$ cat src/csw_defs.vh
// Purpose: Shared constants of the control and status write protection block.
// Assumes: A 125 MHz system clock.
// Notes:   Times are in microseconds; cycle counts derive from them.
`ifndef CSW_DEFS_VH
`define CSW_DEFS_VH

`define CSW_CLK_MHZ        125
`define CSW_T_STORE_US     5000
`define CSW_T_DELAY0_US    50000
`define CSW_T_DELAY1_US    100000
`define CSW_T_DELAY2_US    200000
`define CSW_T_DELAY3_US    300000

`define CSW_ADDR_WR        8'ha4
`define CSW_ADDR_RD        8'ha5
`define CSW_REG_OFFSET     8'hff
`define CSW_SET_GLOBAL     8'h02
`define CSW_CLR_GLOBAL     8'h00

`define CSW_BIT_DS_LO      0
`define CSW_BIT_GLOBAL     1
`define CSW_BIT_REGWR      2
`define CSW_BIT_LOCK       3
`define CSW_BIT_RSVD       4
`define CSW_BIT_FLAG_C     5
`define CSW_BIT_FLAG_B     6
`define CSW_BIT_DS_HI      7

`define CSW_RST_DELAY_SEL  2'b01
`define CSW_RST_LOCK       1'b0

`define CSW_TIMER_W        26

`endif

$ cat src/csw_top.v
// Purpose: Control and status register with layered write protection, on a 2-wire slave.
// Assumes: 2-wire pins are slow against sys_clk and are synchronised here.
// Notes:   Reset stands for a first power-up; stored bits take their defaults.
`default_nettype none
`include "csw_defs.vh"

module csw_top #(
    parameter STORE_CYCLES  = `CSW_T_STORE_US * `CSW_CLK_MHZ,
    parameter DELAY0_CYCLES = `CSW_T_DELAY0_US * `CSW_CLK_MHZ,
    parameter DELAY1_CYCLES = `CSW_T_DELAY1_US * `CSW_CLK_MHZ,
    parameter DELAY2_CYCLES = `CSW_T_DELAY2_US * `CSW_CLK_MHZ,
    parameter DELAY3_CYCLES = `CSW_T_DELAY3_US * `CSW_CLK_MHZ
) (
    input  wire       sys_clk,
    input  wire       rst_b,
    input  wire       ce,
    input  wire       scl_i,
    input  wire       sda_i,
    output reg        sda_o,
    output reg        sda_oe,
    input  wire       write_protect,
    input  wire       monitor_b_output,
    input  wire       monitor_c_output,
    input  wire       supply_low,
    output reg        global_write_latch,
    output reg        register_write_latch,
    output reg        pot_write_lock,
    output reg  [1:0] delay_select,
    output reg        monitor_b_flag,
    output reg        monitor_c_flag,
    output reg        pot_volatile_write_ok,
    output reg        pot_nonvolatile_write_ok,
    output reg        store_busy,
    output reg        supply_reset_output
);

    localparam TW = `CSW_TIMER_W;

    localparam [8:0] S_IDLE  = 9'h001;
    localparam [8:0] S_ADDR  = 9'h002;
    localparam [8:0] S_SUB   = 9'h004;
    localparam [8:0] S_WDATA = 9'h008;
    localparam [8:0] S_ACK   = 9'h010;
    localparam [8:0] S_RDATA = 9'h020;
    localparam [8:0] S_RACK  = 9'h040;
    localparam [8:0] S_SKIP  = 9'h080;
    localparam [8:0] S_NACK  = 9'h100;

    localparam [1:0] P_NONE   = 2'b00;
    localparam [1:0] P_GLOBAL = 2'b01;
    localparam [1:0] P_REGWR  = 2'b10;
    localparam [1:0] P_FULL   = 2'b11;

    ////////////////////////////////////////////////////////////////////////////////
    // Input synchronisers and pin edge detection.

    wire [5:0] synced;
    reg        scl_d;
    reg        sda_d;

    csw_sync #(
        .W (6)
    ) u_sync (
        .sys_clk  (sys_clk),
        .rst_b    (rst_b),
        .ce       (ce),
        .async_in ({supply_low, monitor_c_output, monitor_b_output,
                    write_protect, sda_i, scl_i}),
        .sync_out (synced)
    );

    wire scl_s   = synced[0];
    wire sda_s   = synced[1];
    wire wp_s    = synced[2];
    wire mon_b_s = synced[3];
    wire mon_c_s = synced[4];
    wire low_s   = synced[5];

    wire scl_rise = scl_s & ~scl_d;
    wire scl_fall = ~scl_s & scl_d;
    wire start_ev = scl_s & scl_d & sda_d & ~sda_s;
    wire stop_ev  = scl_s & scl_d & ~sda_d & sda_s;

    ////////////////////////////////////////////////////////////////////////////////
    // Delay selection lookup.

    function [TW-1:0] delay_count;
        input [1:0] sel;
        begin
            if (sel == 2'b00) begin
                delay_count = DELAY0_CYCLES[TW-1:0];
            end else if (sel == 2'b01) begin
                delay_count = DELAY1_CYCLES[TW-1:0];
            end else if (sel == 2'b10) begin
                delay_count = DELAY2_CYCLES[TW-1:0];
            end else begin
                delay_count = DELAY3_CYCLES[TW-1:0];
            end
        end
    endfunction

    ////////////////////////////////////////////////////////////////////////////////
    // Store cycle timer and reset release timer.

    reg  store_load;
    wire store_run;
    wire delay_run;

    csw_timer #(
        .W (TW)
    ) u_store (
        .sys_clk (sys_clk),
        .rst_b   (rst_b),
        .ce      (ce),
        .load    (store_load),
        .count   (STORE_CYCLES[TW-1:0]),
        .busy    (store_run)
    );

    csw_timer #(
        .W (TW)
    ) u_delay (
        .sys_clk (sys_clk),
        .rst_b   (rst_b),
        .ce      (ce),
        .load    (low_s),
        .count   (delay_count(delay_select)),
        .busy    (delay_run)
    );

    ////////////////////////////////////////////////////////////////////////////////
    // Serial slave state machine and register.

    reg [8:0] state;
    reg [8:0] after_ack;
    reg [7:0] shreg;
    reg [2:0] bit_cnt;
    reg       byte_done;
    reg       data_seen;
    reg [1:0] pend_kind;
    reg [7:0] pend_data;
    reg [7:0] tx;

    wire [7:0] read_value = {delay_select[1], monitor_b_flag, monitor_c_flag,
                             1'b0, pot_write_lock, register_write_latch,
                             global_write_latch, delay_select[0]};

    always @(posedge sys_clk) begin
        if (!rst_b) begin
            scl_d                <= 1'b1;
            sda_d                <= 1'b1;
            sda_o                <= 1'b0;
            sda_oe               <= 1'b0;
            state                <= S_IDLE;
            after_ack            <= S_IDLE;
            shreg                <= 8'h00;
            bit_cnt              <= 3'h0;
            byte_done            <= 1'b0;
            data_seen            <= 1'b0;
            pend_kind            <= P_NONE;
            pend_data            <= 8'h00;
            tx                   <= 8'h00;
            store_load           <= 1'b0;
            global_write_latch   <= 1'b0;
            register_write_latch <= 1'b0;
            monitor_b_flag       <= 1'b0;
            monitor_c_flag       <= 1'b0;
            pot_write_lock       <= `CSW_RST_LOCK;
            delay_select         <= `CSW_RST_DELAY_SEL;
        end else if (ce) begin
            scl_d      <= scl_s;
            sda_d      <= sda_s;
            store_load <= 1'b0;
            if (!mon_b_s) begin
                monitor_b_flag <= 1'b0;
            end
            if (!mon_c_s) begin
                monitor_c_flag <= 1'b0;
            end
            if (start_ev) begin
                state     <= S_ADDR;
                bit_cnt   <= 3'h0;
                byte_done <= 1'b0;
                data_seen <= 1'b0;
                pend_kind <= P_NONE;
                sda_oe    <= 1'b0;
            end else if (stop_ev) begin
                state  <= S_IDLE;
                sda_oe <= 1'b0;
                if (state == S_WDATA && bit_cnt == 3'h1 &&
                    (!wp_s || pend_kind != P_FULL)) begin
                    case (pend_kind)
                        P_GLOBAL: begin
                            global_write_latch <= pend_data[`CSW_BIT_GLOBAL];
                        end
                        P_REGWR: begin
                            register_write_latch <= 1'b1;
                            global_write_latch   <= pend_data[`CSW_BIT_GLOBAL];
                        end
                        P_FULL: begin
                            global_write_latch   <= pend_data[`CSW_BIT_GLOBAL];
                            register_write_latch <= 1'b0;
                            monitor_b_flag <= pend_data[`CSW_BIT_FLAG_B] & mon_b_s;
                            monitor_c_flag <= pend_data[`CSW_BIT_FLAG_C] & mon_c_s;
                            pot_write_lock <= pend_data[`CSW_BIT_LOCK];
                            delay_select   <= {pend_data[`CSW_BIT_DS_HI],
                                               pend_data[`CSW_BIT_DS_LO]};
                            store_load     <= 1'b1;
                        end
                        default: begin
                        end
                    endcase
                end
                pend_kind <= P_NONE;
            end else if (scl_rise) begin
                case (state)
                    S_ADDR, S_SUB, S_WDATA: begin
                        shreg     <= {shreg[6:0], sda_s};
                        bit_cnt   <= bit_cnt + 3'h1;
                        byte_done <= (bit_cnt == 3'h7);
                    end
                    S_RACK: begin
                        state <= S_IDLE;
                    end
                    default: begin
                    end
                endcase
            end else if (scl_fall) begin
                case (state)
                    S_ADDR: begin
                        if (byte_done) begin
                            byte_done <= 1'b0;
                            if (store_run) begin
                                state <= S_SKIP;
                            end else if (shreg == `CSW_ADDR_WR) begin
                                sda_oe    <= 1'b1;
                                state     <= S_ACK;
                                after_ack <= S_SUB;
                            end else if (shreg == `CSW_ADDR_RD) begin
                                sda_oe    <= 1'b1;
                                state     <= S_ACK;
                                after_ack <= S_RDATA;
                                tx        <= read_value;
                            end else begin
                                state <= S_SKIP;
                            end
                        end
                    end
                    S_SUB: begin
                        if (byte_done) begin
                            byte_done <= 1'b0;
                            if (shreg == `CSW_REG_OFFSET) begin
                                sda_oe    <= 1'b1;
                                state     <= S_ACK;
                                after_ack <= S_WDATA;
                            end else begin
                                state <= S_SKIP;
                            end
                        end
                    end
                    S_WDATA: begin
                        if (byte_done) begin
                            byte_done <= 1'b0;
                            data_seen <= 1'b1;
                            pend_data <= shreg;
                            if (data_seen) begin
                                pend_kind <= P_NONE;
                                state     <= S_NACK;
                            end else if (shreg == `CSW_SET_GLOBAL ||
                                         shreg == `CSW_CLR_GLOBAL) begin
                                pend_kind <= P_GLOBAL;
                                sda_oe    <= 1'b1;
                                state     <= S_ACK;
                                after_ack <= S_WDATA;
                            end else if (!global_write_latch) begin
                                state <= S_NACK;
                            end else if (shreg[`CSW_BIT_REGWR]) begin
                                pend_kind <= P_REGWR;
                                sda_oe    <= 1'b1;
                                state     <= S_ACK;
                                after_ack <= S_WDATA;
                            end else if (!register_write_latch || wp_s ||
                                         shreg[`CSW_BIT_RSVD]) begin
                                state <= S_NACK;
                            end else begin
                                pend_kind <= P_FULL;
                                sda_oe    <= 1'b1;
                                state     <= S_ACK;
                                after_ack <= S_WDATA;
                            end
                        end
                    end
                    S_ACK: begin
                        bit_cnt <= 3'h0;
                        state   <= after_ack;
                        if (after_ack == S_RDATA) begin
                            sda_oe <= ~tx[7];
                            tx     <= {tx[6:0], 1'b0};
                        end else begin
                            sda_oe <= 1'b0;
                        end
                    end
                    S_RDATA: begin
                        if (bit_cnt == 3'h7) begin
                            sda_oe <= 1'b0;
                            state  <= S_RACK;
                        end else begin
                            sda_oe  <= ~tx[7];
                            tx      <= {tx[6:0], 1'b0};
                            bit_cnt <= bit_cnt + 3'h1;
                        end
                    end
                    S_NACK: begin
                        state <= S_SKIP;
                    end
                    default: begin
                    end
                endcase
            end
        end
    end

    ////////////////////////////////////////////////////////////////////////////////
    // Permission and status outputs.

    always @(posedge sys_clk) begin
        if (!rst_b) begin
            pot_volatile_write_ok    <= 1'b0;
            pot_nonvolatile_write_ok <= 1'b0;
            store_busy               <= 1'b0;
            supply_reset_output      <= 1'b1;
        end else if (ce) begin
            pot_volatile_write_ok    <= global_write_latch & ~pot_write_lock;
            pot_nonvolatile_write_ok <= global_write_latch & ~pot_write_lock & ~wp_s;
            store_busy               <= store_run | store_load;
            supply_reset_output      <= low_s | delay_run;
        end
    end

endmodule // csw_top

`default_nettype wire

$ cat src/csw_sync.v
// Purpose: Two flip-flop synchroniser for inputs from outside the clock domain.
// Assumes: Inputs are levels that stay put for several clock periods.
// Notes:   The first stage feeds only the second stage.
`default_nettype none

module csw_sync #(
    parameter W = 1
) (
    input  wire         sys_clk,
    input  wire         rst_b,
    input  wire         ce,
    input  wire [W-1:0] async_in,
    output reg  [W-1:0] sync_out
);

    reg [W-1:0] stage1;

    always @(posedge sys_clk) begin
        if (!rst_b) begin
            stage1   <= {W{1'b0}};
            sync_out <= {W{1'b0}};
        end else if (ce) begin
            stage1   <= async_in;
            sync_out <= stage1;
        end
    end

endmodule // csw_sync

`default_nettype wire

$ cat src/csw_timer.v
// Purpose: Down counter that stays busy for a loaded number of cycles.
// Assumes: Count is at least one.
// Notes:   A load while busy restarts the count.
`default_nettype none

module csw_timer #(
    parameter W = 26
) (
    input  wire         sys_clk,
    input  wire         rst_b,
    input  wire         ce,
    input  wire         load,
    input  wire [W-1:0] count,
    output reg          busy
);

    reg [W-1:0] remain;

    always @(posedge sys_clk) begin
        if (!rst_b) begin
            remain <= {W{1'b0}};
            busy   <= 1'b0;
        end else if (ce) begin
            if (load) begin
                remain <= count;
                busy   <= 1'b1;
            end else if (remain > {{(W-1){1'b0}}, 1'b1}) begin
                remain <= remain - {{(W-1){1'b0}}, 1'b1};
            end else begin
                remain <= {W{1'b0}};
                busy   <= 1'b0;
            end
        end
    end

endmodule // csw_timer

`default_nettype wire

$ cat config.mk
export PLATFORM = sky130hd
export DESIGN_NAME = csw_top
export DESIGN_NICKNAME = d
export VERILOG_FILES = /design/src/csw_top.v /design/src/csw_sync.v /design/src/csw_timer.v
export VERILOG_INCLUDE_DIRS = /design/src
export SDC_FILE = /design/constraint.sdc
export NUM_CORES = 1
export LEC_CHECK = 0
export BUFFER_PORTS_ARGS = -buffer_cell sky130_fd_sc_hd__buf_2
export CAP_MARGIN = 20
export CELL_PAD_IN_SITES_DETAIL_PLACEMENT = 1
export CELL_PAD_IN_SITES_GLOBAL_PLACEMENT = 2
export CORE_MARGIN = 2
export CORE_UTILIZATION = 34
export CTS_CLUSTER_DIAMETER = 30
export DETAILED_ROUTE_END_ITERATION = 8
export PLACE_DENSITY = 0.83
export SLEW_MARGIN = 5
export SYNTH_ARGS = -nofsm -noshare
export SYNTH_HDL_FRONTEND = slang
export SYNTH_SLANG_ARGS = --single-unit
$ cat constraint.sdc
create_clock -name sys_clk -period 2.2 [get_ports sys_clk]
set_input_delay 0.11 -clock sys_clk [delete_from_list [all_inputs] [get_ports sys_clk]]
set_output_delay 0.11 -clock sys_clk [all_outputs]
set_load 0.01 [all_outputs]
==> After elaboration in Yosys (flattened, before gate mapping) <==
Index checks and enable logic that the tools add are counted.
W data, S select, Z words.
{ "op_classes": {"bitwise_logic": 23, "mux": 114, "n_eq_ne": 56, "n_lt_le_gt_ge": 2, "add_sub_neg": 3, "reduce_logical": 42} }
{ "ops": {"columns": ["cell", "count"], "rows": [
  ["$mux W9", 26],
  ["$mux W26", 7],
  ["$mux W8", 10],
  ["$pmux W9 S6", 1],
  ["$gt A26 B1 Y1 const B", 2],
  ["$sub A26 B1 Y26 const B", 2],
  ["$mux W1", 48],
  ["$ne A4 B4 Y1 const B", 8],
  ["$ne A2 B2 Y1 const B", 14],
  ["$pmux W9 S3", 1],
  ["$ne A5 B5 Y1 const B", 5],
  ["$reduce_and A5 Y1", 5],
  ["$eq A8 B8 Y1 const B", 3],
  ["$pmux W8 S3", 1],
  ["$mux W2", 11],
  ["$eq A9 B6 Y1 const B", 2],
  ["$mux W3", 6],
  ["$reduce_bool A3 Y1", 6],
  ["$reduce_and A15 Y1", 1],
  ["$reduce_and A7 Y1", 2],
  ["$reduce_and A13 Y1", 1],
  ["$ne A6 B6 Y1 const B", 2],
  ["$reduce_and A12 Y1", 1],
  ["$reduce_and A6 Y1", 2],
  ["37 further kinds", 73]
]} }
{ "totals": {"out_inout_bits": 13, "in_bits": 9, "word_cells": 269, "regBits": 130} }

==> Logic depth before layout (Yosys ltp) <==
Gate-level depths: netlist (run 1).
{ "depth": {"ltp_word": 14, "ltp_mapped": 8, "depth_no_buf": 8} }

==> Cells and area by module <==
Synthesis (run 1) repeated with hierarchy kept, for this count alone.
{ "hier_totals": {"cells_unflattened": 862, "area_unflattened_um2": 7168.1} }
{ "by_module_without_submodules": {"columns": ["module", "area_each_um2", "seq_area_each_um2", "instances", "cells_per_inst"], "rows": [
  ["csw_timer", 1746.7, 540.5, 2, 220],
  ["csw_top", 3224.3, 1141.1, 1, 384],
  ["csw_sync", 450.4, 240.2, 1, 38]
]} }

==> Least setup slack after synthesis (run 1) <==
Ideal clock, no wire load.
{ "synth_timing": {"path_kind": "register to register", "start": "reg u_store.remain[18]", "end": "reg u_store.busy", "arrival_time_ns": 2.170, "setup_slack_ns": -0.097, "required_time_ns": 2.072, "setup_time_ns": 0.128, "synth_period_minus_slack_ns": 2.297, "path_stages_with_launch": 8, "path_buffers": 1, "cell_sequence": "dfxtp_1 -> or4_4 -> or4_4 -> nor4_4 -> buf_6 -> nand2_1 -> a22oi_1 -> nor2_1"} }
{ "synth_between": {"elab_chain_cells": 3} }
{ "synth_lines": {"columns": ["element", "line", "text"], "rows": [
  ["start: declaration", "csw_timer.v:17", "reg [W-1:0] remain;"],
  ["start signal: assignment", "csw_timer.v:21", "remain <= {W{1'b0}};"],
  ["start signal: assignment", "csw_timer.v:25", "remain <= count;"],
  ["start signal: assignment", "csw_timer.v:28", "remain <= remain - {{(W-1){1'b0}}, 1'b1};"],
  ["$gt A26 B1 Y1", "csw_timer.v:27", "end else if (remain > {{(W-1){1'b0}}, 1'b1}) begin"],
  ["$ne A2 B2 Y1 (no source line)", null, null],
  ["$reduce_and A2 Y1 (no source line)", null, null],
  ["end signal: assignment", "csw_timer.v:22", "busy <= 1'b0;"],
  ["end signal: assignment", "csw_timer.v:26", "busy <= 1'b1;"],
  ["end signal: assignment", "csw_timer.v:31", "busy <= 1'b0;"],
  ["end: declaration", "csw_timer.v:14", "output reg busy"]
]} }
Every way passes these cells.
A chain may end at the register's enable or synchronous reset.

==> Final worst setup path (run 1) <==
{ "layout_timing": {"start": "reg u_store.remain[18]", "end": "reg u_store.remain[18]"} }
{ "layout_between": {"elab_chain_cells": 3, "elab_cells_between_ends": 4, "classes_between": "add/sub: 1; order compare: 1; mux: 2"} }
{ "layout_lines": {"columns": ["element", "line", "text"], "rows": [
  ["$sub A26 B1 Y26 or $gt A26 B1 Y1 (tied branches)", "csw_timer.v:28, csw_timer.v:27", null],
  ["$mux W26 (*)", "csw_timer.v:27", null],
  ["$mux W26 (*)", "csw_timer.v:24", "if (load) begin"]
]} }
Mark *: on every way between the ends. The rest lies on a longest branch, timed or not.

==> impl_metrics.yaml, run 1 <==
run_status:
  outcome: "finished, violations left"
  violations: "negative setup slack"
layout:
  fill_cells: 2179
  n_antenna_cell: 0
  syn_to_final_growth_pct: 30.7
  drive_gt1_share_pct: 24.8
  layout.cells.non_filler: 1161
  layout.nets: 933
  final_core_util_pct: 45.0
grt:
  grt_use_total_pct: 20.6
  grt_overflow: 0
  antenna_found_initial: 0
  grt_pass1_wl_mm: 32.9
  grt_max_degree: 74
  first_global_vias: 6247
cts:
  cts-root-buf: "clkbuf_16"
  cts_buffers: 17
  path_clk_slew_ns: 0.06
  cts_tree: "done"
  clk_latency_ns: 0.43
  clock-sinks: 123
  cts_buffer_depth: 2
  h-tree-depth: 4
synth:
  synth_cell_types: 70
  yosysSeqAreaShare_pct: 38.5
  synth_most_common_cell: "dfxtp_1"
  async_flop_share_pct: 0
  dominantRegCellSynth: "dfxtp_1"
  syn_inst: 797
  yosysWarnings: 0
  syn_area_mm2: 0.00640
  yosys-top-cells-area: "dfxtp_1 38%, mux2i_1 7.0%, nor2_1 6.6%"
  synth_area_leader_cell: "dfxtp_1"
  yosysTopAreaCellShare_pct: 38.5
  avgSynthCellArea_um2: 8.03
  synth_fp_nets: 816
  synth-edff-count: 0
  synth_commonest_cells: "123 x dfxtp_1, 112 x nor2_1, 89 x nand2_1"
  synth-seq-cells: 123
run:
  max_cap_violations: 0
timing:
  fin_ws_ns: -0.106
  relSlewSlack_pct: 60.8
  finalSetupViolations: 28
  min_period_over_period_pct: 105
  tightest_slew_ns: 0.583
  fmax_mhz: 434
  finalCriticalPeriod_ns: 2.31
  final.setup_skew_ns: 0.0118
  drv_slew: 0
  hold_violations: 0
  rsz0062_at_grt: "true"
hold_path:
  holdCritPathClass: "in -> reg"
critical_path:
  path_cells: "or4_4 -> or4_4 -> nor4_4 -> buf_4 -> o21ai_2 -> nand2_2 -> buf_4 -> nor2_1"
  worstPathArrival_ns: 2.62
  critPathKind: "reg -> reg"
  cp_slowest_cell: "or4_4"
  end_kind: "register"
  cp-start-kind: "register"
  cpPeakStageDelay_ns: 0.53
  cp_max_fo: 7
  worstPathRequired_ns: 2.51
routing:
  wire_per_inst_um: 17.5
  drtPass1Iterations: 4
  wirelength_mm: 20.4
  initialDrtViolationCount: 329
  via_count: 6328
  drtAntennaViolNets: 0
  drc: 0
  viasPerCell: 5.45
die:
  fp-row-count: 50
  io_pins: 22
  initial_core_util_pct: 34.4
  fp.coreArea_mm2: 0.0186
  dieHeight_um: 141
  fp.dieArea_mm2: 0.0199
  die_x_um: 141
power_and_ir_drop:
  power.leakage_nw: 3.35
  power_density_mw_per_mm2: 1010
  fin_total_pwr_mw: 8.42
  ir_worst_vdd_mv: 0.610
placed_design:
  portBuffers: 20
  gp_congestion: 0.847
  dpl.cell_count: 1113
  dp_hpwl_mm: 13.6
-- critical path, delay by kind of cell, from the launching register on --
family | cells | cell delay [ns]
AND/OR/NAND/NOR | 5 | 1.49
flip-flops | 1 | 0.32
buffers and inverters | 2 | 0.33
AO/OA/AOI/OAI | 1 | 0.05
-- where the power goes --
part           internal, mW  switching [mW]
clock                  1.70            1.12
sequential             2.47           0.213
combinational          1.32            1.59
-- cells by family after synthesis --
family,share of synthesized area (%)
DFF,38.5
xor gates and xnor gates,2.87
and+or+nand+nor,28.1
muxes,8.27
adders and majority gates,1.96
buffers and inverters,3.93
other,0.0586
AOI/OAI and AO/OA,16.3
-- stage by stage --
step / setup TNS (ns) / area [um^2] / hold WS, ns / worst slack, ns
after floorplan: -0.0977 / 6400 / 0.257 / -0.0275
after global placement: -0.280 / 7440 / 0.345 / -0.0378
after detailed placement: -1.74 / 7440 / 0.358 / -0.107
after CTS: -1.72 / 8190 / 0.121 / -0.0936
after global routing: -4.48 / 8360 / 0.170 / -0.190
final: -2.14 / 8360 / 0.134 / -0.106
-- metal layers --
metal  global-route usage (%)  share of wire [%]  vias to the layer above  wire (um)
li1                         -                  -                     3101          -
met1                     28.4                 49                     3116       9940
met2                     33.1                 47                       90       9610
met3                     3.29                2.7                       21        549
met4                     6.11                1.2                        0        252
met5                        0                  0                        -          0
-- flip-flops by register name, indices dropped and copies added, names as in the netlist, 2 cells and up --
register and count:
after_ack 4, pend_data 6, u_delay.remain 26, u_sync.stage1 6, bit_cnt 3, shreg 8
delay_select 2, tx 8, state 9, u_sync.sync_out 6, u_store.remain 26, pend_kind 2
-- cell usage in the layout, fill, tap and decap left out, types with 22 or more instances in the layout --
master / synthesis / layout
a21oi_1: 53 / 51
buf_2: 5 / 22
buf_4: 1 / 102
dfxtp_1: 123 / 120
mux2i_1: 45 / 45
nand2_1: 89 / 87
nand3_1: 27 / 26
nor2_1: 112 / 108
nor3_1: 34 / 32
o21ai_0: 40 / 36
-- final cells by class --
type	instances	area, um^2	share of cell area (%)
clock buffers	19	443	5.30
clock inverters	13	143	1.71
inverters	19	71.3	0.853
multi-input cells	614	3870	46.3
flip-flops and latches	123	2470	29.5
well taps	234	293	3.50
repair buffers	139	1070	12.8
-- path summary, 6_finish.rpt --
check,end,start,slack [ns],cells after the start
worst max register to register,u_store.remain[18],u_store.remain[18],-0.11,8
worst min-delay path,u_delay.remain[21],rst_b,0.13,3
worst min register to register,pend_data[0],pend_data[0],0.45,2
worst max-delay path,u_store.remain[18],u_store.remain[18],-0.11,8
-- repair_timing --
item,CTS,global route
setup buffers,3,4
cloned,2,1
endpoints found under the hold margin,6,0
hold buffers,6,0
pin swaps,6,10
resized for setup,16,33
setup endpoints to repair,43,73
Power figures use the tool's default switching activity.
==> run 2, diff against run 1 <==
==> constraint.sdc (replaced) <==
create_clock -name sys_clk -period 2.2 [get_ports sys_clk]
set_input_delay 0.11 -clock sys_clk [delete_from_list [all_inputs] [get_ports sys_clk]]
set_output_delay 0.11 -clock sys_clk [all_outputs]
set_load 0.02 [all_outputs]
==> run 2 against run 1 <==
Against the previous run:
- setup slack better by 0.020 ns
- non-clock buffer count stayed put
- largest power group unchanged
- die area stayed put
- clock skew is 0.0038 ns lower
- the flow still finishes with violations (negative setup slack)
==> impl_metrics.yaml, run 2 (synthesis results as in run 1) <==
timing:
  relSlewSlack_pct: 64.3
  fin_ws_ns: -0.0865
  finalCriticalPeriod_ns: 2.29
  rsz0062_at_grt: "true"
  finalSetupViolations: 24
  hold_violations: 0
  tightest_slew_ns: 0.530
  final.setup_skew_ns: 0.00799
  min_period_over_period_pct: 104
  fmax_mhz: 437
  drv_slew: 0
run_status:
  outcome: "finished, violations left"
  violations: "negative setup slack"
grt:
  grt_overflow: 0
  grt_pass1_wl_mm: 32.5
  grt_max_degree: 74
  antenna_found_initial: 0
  grt_use_total_pct: 20.5
  first_global_vias: 6238
placed_design:
  gp_congestion: 0.859
  dp_hpwl_mm: 13.6
  post-place-ws_ns: -0.105
  place_area_mm2: 0.00743
  dpl.cell_count: 1112
  portBuffers: 20
run:
  max_cap_violations: 0
cts:
  path_clk_slew_ns: 0.06
  h-tree-depth: 4
  clk_latency_ns: 0.43
  cts_buffer_depth: 2
  cts_tree: "done"
  clock-sinks: 123
  cts-root-buf: "clkbuf_16"
  cts_buffers: 17
power_and_ir_drop:
  power_frac_comb_pct: 34.7
  p_int_mw: 5.60
  ir_worst_vdd_mv: 0.572
  switching_share_pct: 34.2
  clockPowerShare_pct: 33.7
  fin_total_pwr_mw: 8.52
  switchingPower_mw: 2.91
  pwr-share-seq_pct: 31.6
  power_density_mw_per_mm2: 1010
  power.leakage_nw: 3.36
routing:
  drtAntennaViolNets: 0
  via_count: 6324
  wirelength_mm: 20.4
  wire_per_inst_um: 17.6
  initialDrtViolationCount: 280
  drtPass1Iterations: 5
  viasPerCell: 5.45
  drc: 0
layout:
  reg_top3: "u_delay.remain x26, u_store.remain x26, state x9"
  multi_input_area_mm2: 0.00389
  design_area_mm2: 0.00840
  fill_cells: 2163
  layout.nets: 933
  layout.cells.non_filler: 1160
  register_area_mm2: 0.00247
  final_core_util_pct: 45.2
  final_common_cell: "dfxtp_1"
  syn_to_final_growth_pct: 31.3
  mostFrequentLayoutCells: "118 x dfxtp_1, 108 x nor2_1, 104 x buf_4"
  n_antenna_cell: 0
  drive_gt1_share_pct: 25.8
hold_path:
  holdCritPathClass: "in -> reg"
die:
  die_x_um: 141
  dieHeight_um: 141
  initial_core_util_pct: 34.4
  fp.dieArea_mm2: 0.0199
  fp.coreArea_mm2: 0.0186
  io_pins: 22
  fp-row-count: 50
critical_path:
  cp_max_fo: 7
  worstPathRequired_ns: 2.52
  critPathKind: "reg -> reg"
  cp-start-kind: "register"
  r2r_slack_ns: -0.09
  worstPathArrival_ns: 2.60
  end_kind: "register"
## run 2: cell types whose count changed in the layout (fill, tap and decap cells not counted), moves of 3 or more
cell,before,now
o21ai_1,9,19
nor4_2,0,3
nor4_1,16,13
o21ai_2,1,5
o21ai_0,36,23
## run 2: through the flow
step	setup TNS [ns]	hold WS, ns
2_1_floorplan	-0.0977	0.257
3_3_place_gp	-0.250	0.345
3_5_place_dp	-1.61	0.358
4_1_cts	-2.62	0.128
5_1_grt	-4.22	0.177
6_report	-1.52	0.135
## run 2: area by class of cell
type	instances	share of cell area [%]
Multi-Input combinational cell	614	46.3
Inverter	19	0.849
Timing Repair Buffer	139	12.8
Sequential cell	123	29.4
Clock buffer	17	5.06
Clock inverter	14	2.06
Tap cell	234	3.49
## run 2: critical path, cell delays in order, from the launching register on
cell     delay, ns
dfxtp_2       0.32
or4_4         0.53
or4_4         0.46
nor4_4        0.33
buf_4         0.18
o21ai_2       0.05
nand2_2       0.11
buf_4         0.16
nor2_1        0.05
## run 2: power by group through the flow
stage          combinational (mW)  sequential, mW  clock [mW]
4_1_cts                      2.87            2.68        2.93
6_report                     2.95            2.69        2.87
5_1_grt                      3.29            2.72        3.02
3_3_place_gp                 2.60            2.72           0
2_1_floorplan                1.73            2.70           0
3_5_place_dp                 2.65            2.72           0
## run 2: repair_timing
item                                    CTS  global route
hold endpoints to repair                  6             0
pin swaps                                 7            20
hold buffers                              6             0
endpoints found under the setup margin   39            90
cloned                                    2             1
gates resized for setup                  23            49
buffers inserted                          1             7
## run 2: metal layers
layer | routed length [um] | track usage (%) | share of wire [%] | up-vias
met5 | 0 | 0 | 0 | -
met4 | 314 | 6.84 | 1.5 | 0
met3 | 612 | 3.23 | 3.0 | 21
met2 | 9790 | 33.5 | 48 | 100
met1 | 9710 | 27.6 | 48 | 3116
li1 | - | - | - | 3087
## run 2: worst paths after layout
| path | startpoint | to | cells past startpoint |
|---|---|---|---|
| max | u_store.remain[18] | u_store.remain[12] | 8 |
| min | rst_b | u_store.remain[1] | 3 |
| max reg2reg | u_store.remain[18] | u_store.remain[12] | 8 |
| min reg2reg | u_delay.busy | u_delay.busy | 2 |
